==> config.mk <==
export PLATFORM = sky130hd
export DESIGN_NAME = logic_cell_gate_input_select
export DESIGN_NICKNAME = d
export VERILOG_FILES = /design/src/include/gate_sel_pkg.sv /design/src/hw/logic_cell_gate_input_select.sv
export VERILOG_INCLUDE_DIRS = /design/src /design/src/include
export SDC_FILE = /design/constraint.sdc
export NUM_CORES = 1
export LEC_CHECK = 0
export BUFFER_PORTS_ARGS = -buffer_cell sky130_fd_sc_hd__buf_4
export CORE_AREA = 8 8 137 165
export DETAILED_ROUTE_END_ITERATION = 12
export DIE_AREA = 0 0 145 173
export HOLD_SLACK_MARGIN = 0.1
export SYNTH_ARGS = -nofsm -noshare
export SYNTH_HDL_FRONTEND = slang
export SYNTH_SLANG_ARGS = --single-unit
==> constraint.sdc <==
create_clock -name clk -period 3 [get_ports clk]
set_input_delay 0.3 -clock clk [delete_from_list [all_inputs] [get_ports clk]]
set_output_delay 0.3 -clock clk [all_outputs]
set_load 0.1 [all_outputs]
==> src/include/gate_sel_cfg.svh <==
// offsets, field positions, reset values for the gate input selector
`ifndef GATE_SEL_CFG_SVH
`define GATE_SEL_CFG_SVH

// register bus geometry
`define GS_ADDR_W      4
`define GS_DATA_W      8

// register offsets (word index on the plain port)
`define GS_OFF_G0      4'h0
`define GS_OFF_G1      4'h1
`define GS_OFF_G2      4'h2
`define GS_OFF_POL     4'h3
`define GS_OFF_SRC0    4'h4
`define GS_OFF_SRC1    4'h5
`define GS_OFF_SRC2    4'h6
`define GS_OFF_SRC3    4'h7
`define GS_OFF_STAT    4'h8

// field widths and positions
`define GS_SRC_W       6
`define GS_SRC_N       64
`define GS_POL_W       3
`define GS_STAT_DIN_LSB 4

// reset values
`define GS_SEL_RST     8'h00
`define GS_POL_RST     3'h0
`define GS_SRC_RST     6'h00
`define GS_RD_IDLE     8'h00

`endif

==> src/include/gate_sel_pkg.sv <==
// types shared by the gate input selector and its bench
package gate_sel_pkg;
`include "gate_sel_cfg.svh"

  // one register bus request, sampled on a rising edge
  typedef struct packed {
    logic [`GS_ADDR_W-1:0] addr;
    logic [`GS_DATA_W-1:0] wdata;
    logic                  wr;
    logic                  rd;
  } reg_req_s;

  // one gate selection byte, msb first
  typedef struct packed {
    logic in4_true_sel;
    logic in4_inv_sel;
    logic in3_true_sel;
    logic in3_inv_sel;
    logic in2_true_sel;
    logic in2_inv_sel;
    logic in1_true_sel;
    logic in1_inv_sel;
  } gate_sel_s;

endpackage

==> src/hw/logic_cell_gate_input_select.sv <==
// gate 0..2 input selection, polarity and data source pick of a logic cell
//
// Functional notes
// - gate 0 byte: in4 pair at bits 7/6
// - gate 0 true bit admits plain input
// - gate 0 negated bit admits inverted input
// - gate 1 byte uses the same pairing
// - gate 1 true bit admits plain input
// - gate 1 negated bit admits inverted input
// - gate 2 byte uses the same pairing
// - gate 2 true bit admits plain input
// - gate 2 negated bit admits inverted input
// - all selection bits read/write, only reset-cleared
// - per-gate polarity bit inverts gate output
// - each data input picked by 6-bit source field
//
// The address-and-strobe port and the placing of the registers were chosen for this implementation.
`timescale 1ns/100ps
`include "gate_sel_cfg.svh"

module logic_cell_gate_input_select (
  // clock and reset
  input  wire logic                       clk,
  input  wire logic                       arst_n,
  // register port
  input  wire gate_sel_pkg::reg_req_s     req,
  output logic [`GS_DATA_W-1:0]           rd_data,
  // candidate sources for the four data inputs
  input  wire logic [`GS_SRC_N-1:0]       src_bus,
  // chosen data inputs and gate results
  output logic [3:0]                      cell_data,
  output logic [2:0]                      gate_out
);

  //////////////////////////////////////////////////////////////////////
  // functions

  // OR of every admitted true and inverted term
  function automatic logic gate_or(
    input gate_sel_pkg::gate_sel_s s,
    input logic [3:0]              d
  );
    gate_or = (s.in1_true_sel &  d[0]) |
              (s.in1_inv_sel  & ~d[0]) |
              (s.in2_true_sel &  d[1]) |
              (s.in2_inv_sel  & ~d[1]) |
              (s.in3_true_sel &  d[2]) |
              (s.in3_inv_sel  & ~d[2]) |
              (s.in4_true_sel &  d[3]) |
              (s.in4_inv_sel  & ~d[3]);
  endfunction

  // address match for a write
  function automatic logic wr_hit(
    input gate_sel_pkg::reg_req_s r,
    input logic [`GS_ADDR_W-1:0]  off
  );
    wr_hit = r.wr & (r.addr == off);
  endfunction

  //////////////////////////////////////////////////////////////////////
  // state

  // gate selection bytes
  gate_sel_pkg::gate_sel_s g0_sel_ff;
  gate_sel_pkg::gate_sel_s g1_sel_ff;
  gate_sel_pkg::gate_sel_s g2_sel_ff;
  // per-gate output inversion, bit n for gate n
  logic [`GS_POL_W-1:0]    gate_output_invert_ff;
  // source field of each data input
  logic [`GS_SRC_W-1:0]    src_sel_ff [4];
  // registered outputs
  logic [`GS_DATA_W-1:0]   rd_data_ff;
  logic [3:0]              cell_data_ff;
  logic [2:0]              gate_out_ff;

  //////////////////////////////////////////////////////////////////////
  // write decode

  // one strobe per writable register
  wire hit_g0  = wr_hit(req, `GS_OFF_G0);
  wire hit_g1  = wr_hit(req, `GS_OFF_G1);
  wire hit_g2  = wr_hit(req, `GS_OFF_G2);
  wire hit_pol = wr_hit(req, `GS_OFF_POL);
  // source register strobes
  wire [3:0] hit_src = {wr_hit(req, `GS_OFF_SRC3),
                        wr_hit(req, `GS_OFF_SRC2),
                        wr_hit(req, `GS_OFF_SRC1),
                        wr_hit(req, `GS_OFF_SRC0)};

  // write data seen as a selection byte
  wire gate_sel_pkg::gate_sel_s wsel = req.wdata;

  //////////////////////////////////////////////////////////////////////
  // gate selection registers

  // power-on value is unknown, so they clear on the only reset we have;
  // software must still program them before trusting a gate
  always_ff @(posedge clk or negedge arst_n) begin
    if (!arst_n) begin
      g0_sel_ff <= `GS_SEL_RST;
      g1_sel_ff <= `GS_SEL_RST;
      g2_sel_ff <= `GS_SEL_RST;
    end else begin
      if (hit_g0) begin
        g0_sel_ff <= wsel;
      end
      if (hit_g1) begin
        g1_sel_ff <= wsel;
      end
      if (hit_g2) begin
        g2_sel_ff <= wsel;
      end
    end
  end

  //////////////////////////////////////////////////////////////////////
  // polarity register

  // only bits 2..0 exist, the rest are dropped on write
  always_ff @(posedge clk or negedge arst_n) begin
    if (!arst_n) begin
      gate_output_invert_ff <= `GS_POL_RST;
    end else if (hit_pol) begin
      gate_output_invert_ff <= req.wdata[`GS_POL_W-1:0];
    end
  end

  //////////////////////////////////////////////////////////////////////
  // data source selection

  // chosen source of each data input
  logic [3:0] src_pick;

  for (genvar i = 0; i < 4; i++) begin : g_src
    // 6-bit field per input, upper bits of the byte ignored
    always_ff @(posedge clk or negedge arst_n) begin
      if (!arst_n) begin
        src_sel_ff[i] <= `GS_SRC_RST;
      end else if (hit_src[i]) begin
        src_sel_ff[i] <= req.wdata[`GS_SRC_W-1:0];
      end
    end
    // plain index into the candidate bus
    assign src_pick[i] = src_bus[src_sel_ff[i]];
  end

  // sample the chosen sources once, so every gate sees the same values
  always_ff @(posedge clk or negedge arst_n) begin
    if (!arst_n) begin
      cell_data_ff <= 4'h0;
    end else begin
      cell_data_ff <= src_pick;
    end
  end

  //////////////////////////////////////////////////////////////////////
  // gates

  // raw OR of each gate before polarity
  wire g0_raw = gate_or(g0_sel_ff, cell_data_ff);
  wire g1_raw = gate_or(g1_sel_ff, cell_data_ff);
  wire g2_raw = gate_or(g2_sel_ff, cell_data_ff);

  // polarity applied after the OR, not to the terms
  wire [2:0] gate_nxt = {g2_raw, g1_raw, g0_raw} ^
                        gate_output_invert_ff;

  // registered gate results, one cycle behind cell_data
  always_ff @(posedge clk or negedge arst_n) begin
    if (!arst_n) begin
      gate_out_ff <= 3'h0;
    end else begin
      gate_out_ff <= gate_nxt;
    end
  end

  //////////////////////////////////////////////////////////////////////
  // read path

  // status byte: chosen inputs high, gate results low
  wire [`GS_DATA_W-1:0] stat_word = {cell_data_ff, 1'b0, gate_out_ff};

  // read mux; unmapped offsets and unused bits read as zero
  wire [`GS_DATA_W-1:0] rd_mux =
    (req.addr == `GS_OFF_G0)   ? g0_sel_ff :
    (req.addr == `GS_OFF_G1)   ? g1_sel_ff :
    (req.addr == `GS_OFF_G2)   ? g2_sel_ff :
    (req.addr == `GS_OFF_POL)  ? {5'h00, gate_output_invert_ff} :
    (req.addr == `GS_OFF_SRC0) ? {2'h0, src_sel_ff[0]} :
    (req.addr == `GS_OFF_SRC1) ? {2'h0, src_sel_ff[1]} :
    (req.addr == `GS_OFF_SRC2) ? {2'h0, src_sel_ff[2]} :
    (req.addr == `GS_OFF_SRC3) ? {2'h0, src_sel_ff[3]} :
    (req.addr == `GS_OFF_STAT) ? stat_word :
    `GS_RD_IDLE;

  // data stands only in the cycle after the read strobe
  wire [`GS_DATA_W-1:0] nxt_rd_data = req.rd ? rd_mux : `GS_RD_IDLE;

  always_ff @(posedge clk or negedge arst_n) begin
    if (!arst_n) begin
      rd_data_ff <= `GS_RD_IDLE;
    end else begin
      rd_data_ff <= nxt_rd_data;
    end
  end

  //////////////////////////////////////////////////////////////////////
  // outputs, all straight from flip-flops

  assign rd_data   = rd_data_ff;
  assign cell_data = cell_data_ff;
  assign gate_out  = gate_out_ff;
endmodule

Yosys cells after proc, flatten, opt, wreduce, memory -nomap -nowiden
Index checks and enable logic that the tools add are counted.
{"block": "word_totals", "register_bits": 66, "in_bits": 80}
{"block": "classes", "order_cmp": 4, "n_eq_ne": 8, "n_mux": 18, "bitwise": 58, "n_reduce_logical": 1}
{"operator": "$mux W8", "count": 10}
{"operator": "$and A1 B1 Y1", "count": 32}
{"operator": "$lt A6 B7 Y1 const B", "count": 4}
{"operator": "$bmux W1 S6", "count": 4}
{"operator": "$or A1 B1 Y1", "count": 21}
{"operator": "$eq A4 B3 Y1 const B", "count": 4}
{"operator": "$eq A4 B2 Y1 const B", "count": 2}
{"operator": "$eq A4 B1 Y1 const B", "count": 1}
{"operator": "$eq A4 B4 Y1 const B", "count": 1}
{"operator": "$logic_not A4 Y1", "count": 1}
{"operator": "$mux W1", "count": 4}
{"operator": "$not A1 Y1", "count": 4}
{"operator": "$xor A3 B3 Y3", "count": 1}

Logic depth before layout (Yosys ltp)
{"block": "depth", "word_depth": 11, "ltp_mapped": 7, "mapped_depth_nobuf": 5}

Worst setup path after synthesis
No wires, ideal clock.
{"block": "synth_timing", "path_kind": "register -> register", "from": "register cell_data_ff[0], in the netlist cell_data[0]", "to": "register gate_out_ff[2], in the netlist gate_out[2]", "arrival_ns": 1.905, "slack_ns": 1.011, "path_stages_with_launch": 5, "n_path_buf": 0, "path_cell_list": "dfrtp_1 -> mux2i_1 -> nand2_1 -> a2111oi_0 -> xnor2_1"}
{"block": "synth_between", "elab_chain_len": 10}
{"item": "start, declared", "line": "logic_cell_gate_input_select.sv:74", "text": "logic [3:0] cell_data_ff;"}
{"item": "start signal, assigned", "line": "logic_cell_gate_input_select.sv:153", "text": "cell_data_ff <= src_pick;"}
{"item": "$not A1 Y1", "line": "logic_cell_gate_input_select.sv:44", "text": "(s.in1_inv_sel & ~d[0]) |"}
{"item": "$and A1 B1 Y1", "line": "logic_cell_gate_input_select.sv:44"}
{"item": "$or A1 B1 Y1 (*)", "line": "logic_cell_gate_input_select.sv:43", "text": "gate_or = (s.in1_true_sel & d[0]) |"}
{"item": "$or A1 B1 Y1 (*)", "line": "logic_cell_gate_input_select.sv:44"}
{"item": "$or A1 B1 Y1 (*)", "line": "logic_cell_gate_input_select.sv:45", "text": "(s.in2_true_sel & d[1]) |"}
{"item": "$or A1 B1 Y1 (*)", "line": "logic_cell_gate_input_select.sv:46", "text": "(s.in2_inv_sel & ~d[1]) |"}
{"item": "$or A1 B1 Y1 (*)", "line": "logic_cell_gate_input_select.sv:47", "text": "(s.in3_true_sel & d[2]) |"}
{"item": "$or A1 B1 Y1 (*)", "line": "logic_cell_gate_input_select.sv:48", "text": "(s.in3_inv_sel & ~d[2]) |"}
{"item": "$or A1 B1 Y1 (*)", "line": "logic_cell_gate_input_select.sv:49", "text": "(s.in4_true_sel & d[3]) |"}
{"item": "$xor A3 B3 Y3 (*)", "line": "logic_cell_gate_input_select.sv:166", "text": "wire [2:0] gate_nxt = {g2_raw, g1_raw, g0_raw} ^"}
{"item": "named net gate_nxt[2]", "line": "logic_cell_gate_input_select.sv:166"}
{"item": "end signal, assigned", "line": "logic_cell_gate_input_select.sv:174", "text": "gate_out_ff <= gate_nxt;"}
{"item": "end, declared", "line": "logic_cell_gate_input_select.sv:75", "text": "logic [2:0] gate_out_ff;"}
Mark *: on every way through the listed nets, which the timed path passes. The rest lies on a longest branch.
A chain may end at the register's enable or synchronous reset.

Final worst setup path
{"block": "layout_timing", "from": "register src_sel_ff[6] in the netlist's numbering", "to": "register cell_data_ff[2], in the netlist cell_data[2]"}
{"block": "layout_between", "elab_chain_len": 2}
{"item": "start, declared", "line": "logic_cell_gate_input_select.sv:71", "text": "logic [`GS_SRC_W-1:0] src_sel_ff [4];"}
{"item": "start signal, assigned by index", "line": "logic_cell_gate_input_select.sv:139", "text": "src_sel_ff[i] <= `GS_SRC_RST;"}
{"item": "start signal, assigned by index", "line": "logic_cell_gate_input_select.sv:141", "text": "src_sel_ff[i] <= req.wdata[`GS_SRC_W-1:0];"}
{"item": "$bmux W1 S6", "line": "logic_cell_gate_input_select.sv:145", "text": "assign src_pick[i] = src_bus[src_sel_ff[i]];"}
{"item": "$mux W1 (not written as such)", "line": "logic_cell_gate_input_select.sv:145"}
{"item": "named net src_pick[2]", "line": "logic_cell_gate_input_select.sv:133", "text": "logic [3:0] src_pick;"}
The timed path passes the listed nets, and every way through them passes these cells. The select of a mux whose other input is x is not followed.

==> flow_metrics.env <==
export IMPL_power_density_mw_per_mm2=690
export IMPL_synth_area_leaders="dfrtp_1, mux4_1, mux4_2"
export IMPL_drv_cap=0
export IMPL_fin_cells=776
export IMPL_clk_pin_slew_worst_paths_ns=0.06
export IMPL_core_area_sq_mm=0.0199
export IMPL_cp_required_ns=3.21
export IMPL_synthCells=430
export IMPL_max_slew_margin_rel_pct=36.9
export IMPL_die_width_microns=145
export IMPL_ys_top_cells_by_count="dfrtp_1, mux4_1, mux2_2"
export IMPL_track_usage_pct=14.0
export IMPL_grt_pass1_vias=4817
export IMPL_p_total_uw=4590
export IMPL_antenna_left=0
export IMPL_syn_area_per_cell_sq_um=12.8
export IMPL_htreeDepth=3
export IMPL_crit_arrival_ns=2.56
export IMPL_final_setup_tns_ns=0
export IMPL_cp_max_fo=18
export IMPL_rsz0062_at_grt="no"
export IMPL_dpl_worst_slack_ns=0.643
export IMPL_clockBufferDepth=2
export IMPL_ys_types=56
export IMPL_io_buffers=94
export IMPL_drt_iter0_drc=372
export IMPL_worst_pin_slew_ns=0.947
export IMPL_initial_core_util_pct=27.6
export IMPL_cts_tree="done"
export IMPL_dpl_hpwl_microns=13300
export IMPL_drc=0
export IMPL_setup_viol=0
export IMPL_grt_pass1_wl_microns=28100
export IMPL_worstSetupEndpointType="flip-flop"
export IMPL_finClkSkew_ns=0.00506
export IMPL_antenna_found_initial=0
export IMPL_cts_resized=0
export IMPL_syn_nets=510
export IMPL_dieArea_sq_mm=0.0251
export IMPL_p_leak_uw=0.00271
export IMPL_numCtsBuffers=9
export IMPL_worstSetupStartpointType="flip-flop"
export IMPL_area_delta_synth_final_pct=21.1
export IMPL_ys_flop_type="dfrtp_1"
export IMPL_fill_cells=1994
export IMPL_clk_latency_ns=0.33
export IMPL_synth_edf_count=0
export IMPL_vias_per_cell=5.81
export IMPL_status="finished, final reports clean"
export IMPL_ys_ff_latch=66
export IMPL_rows=57
export IMPL_wl_per_cell_microns=22.8
export IMPL_netlist_area_sq_mm=0.00550
export IMPL_layout_setup_ws_ns=0.642
export IMPL_async_flop_share_pct=100
export IMPL_yosys_warnings=0
export IMPL_overflow=0
export IMPL_cts_sinks=66
export IMPL_place_congestion=0.906
export IMPL_drive_gt1_share_pct=34.8
export IMPL_drt_pass1_iter_count=5
export IMPL_whs_ns=0.204
export IMPL_maxSlewViolCount=0
export IMPL_yosysSeqAreaShare_pct=30.1
export IMPL_dp_cells=759
export IMPL_finish_net_count=586
export IMPL_period_share_pct=78.6
export IMPL_synth_most_common_cell="dfrtp_1"
export IMPL_max_freq_mhz=424
export IMPL_num_antenna_cells=0
export IMPL_dr_total_vias=4509
export IMPL_grt_start_max_net_pins=67
export IMPL_period_minus_slack_ns=2.36
export IMPL_yosys_area_top_type="dfrtp_1"
export IMPL_die_h_microns=173
export IMPL_vdd_drop_max_v=0.000352
export IMPL_min_path_type="in2reg"
export IMPL_hold_viol_final=0
export IMPL_cts_root_buf="clkbuf_16"
export IMPL_ios=95
export IMPL_critical_path_class="reg2reg"
export IMPL_wl_microns=17700
export IMPL_post_cts_buffers=0
export IMPL_synth_top_cell_area_share_pct=30.1
[repair_timing]
| item | in CTS | in global routing |
|---|---|---|
| hold buffers | 1 | 0 |
| endpoints found under the hold margin | 12 | 0 |
| setup endpoints to repair | 0 | 0 |
[critical path, stage by stage (launching register included)]
cell	delay (ns)
dfrtp_1	0.95
mux4_1	0.67
a22oi_1	0.21
a31oi_1	0.10
a21oi_1	0.18
o21ai_1	0.10
[report_power, final]
part           switching, uW  internal [uW]  leakage, uW  total, uW
clock network            390            725     0.000151       1110
registers                456           1100     0.000816       1560
logic                   1030            897      0.00174       1920
total                   1870           2720      0.00271       4590
[through the flow]
stage	util (%)	instance area, sq um
global route	33.5	6660
floorplan	-	5500
CTS	33.5	6660
finish	33.5	6660
global placement	31.8	6330
detailed placement	31.8	6330
[final cells by class]
| cell class | count | area [sq um] | share of cell area [%] |
|---|---|---|---|
| flip-flops and latches | 66 | 1650 | 24.8 |
| clock inverters | 7 | 93.8 | 1.41 |
| repair buffers | 99 | 746 | 11.2 |
| clock buffers | 9 | 225 | 3.38 |
| multi-input cells | 325 | 3590 | 53.9 |
| inverters | 5 | 18.8 | 0.282 |
| well taps | 265 | 332 | 4.98 |
[path summary, 6_finish.rpt]
kind	slack [ns]	cells past startpoint	end	start
setup / recovery	0.64	5	cell_data[2]	src_sel_ff[6]
hold / removal	0.20	2	g2_sel_ff[7]	req[9]
setup reg to reg	0.64	5	cell_data[2]	src_sel_ff[6]
hold reg to reg	0.51	1	gate_out[0]	gate_output_invert_ff[0]
max in group asynchronous	1.84	2	gate_output_invert_ff[0]	arst_n
min in group asynchronous	0.63	2	rd_data[3]	arst_n
[kinds of logic (layout without fill, tap and decap cells)]
family	Yosys count	count (layout)	share of synthesized area [%]
flops	66	66	30.1
mux	140	140	44.8
xor+xnor	3	3	0.478
buf+inv	39	120	4.62
compound gates	77	77	9.72
simple gates	105	105	10.4
[sequential cells by signal (all words and copies together) (netlist names)]
signal,flops
src_sel_ff,24
g0_sel_ff,8
g1_sel_ff,8
g2_sel_ff,8
rd_data,8
cell_data,4
gate_out,3
gate_output_invert_ff,3
[routing by layer]
metal | GRT usage, % | vias to the layer above | wire length, microns
li1 | - | 1928 | -
met1 | 16.9 | 2320 | 7170
met2 | 24.4 | 229 | 8930
met3 | 2.79 | 32 | 1140
met4 | 4.70 | 0 | 459
met5 | 0 | - | 0
[placed cells by master, fill, tap and decap left out, types with 2 or more instances in the layout]
cell and n:
o22a_1 2, nand3b_1 3, inv_1 3, nor3_2 3
a31oi_1 6, a22oi_1 8, mux2i_1 23, nand2_1 27
xor2_1 2, dfrtp_1 66, a21oi_1 13, mux2_1 18
mux2_2 33, bufinv_16 2, and3b_1 2, clkinvlp_4 2
buf_4 98, nand3_1 27, o21ai_0 11, nand4_1 4
a221oi_1 5, nor2b_1 8, nand2b_1 6, mux4_2 21
mux4_1 45, a2bb2oi_1 2, o32ai_1 2, clkbuf_16 9
o221ai_1 4, clkinv_1 2, a32o_1 2, o211ai_2 3
clkinv_2 2, o22ai_1 4, nor2_1 15, o31ai_1 2
o21ai_1 7
No activity file was read; power rests on OpenSTA's default activity.
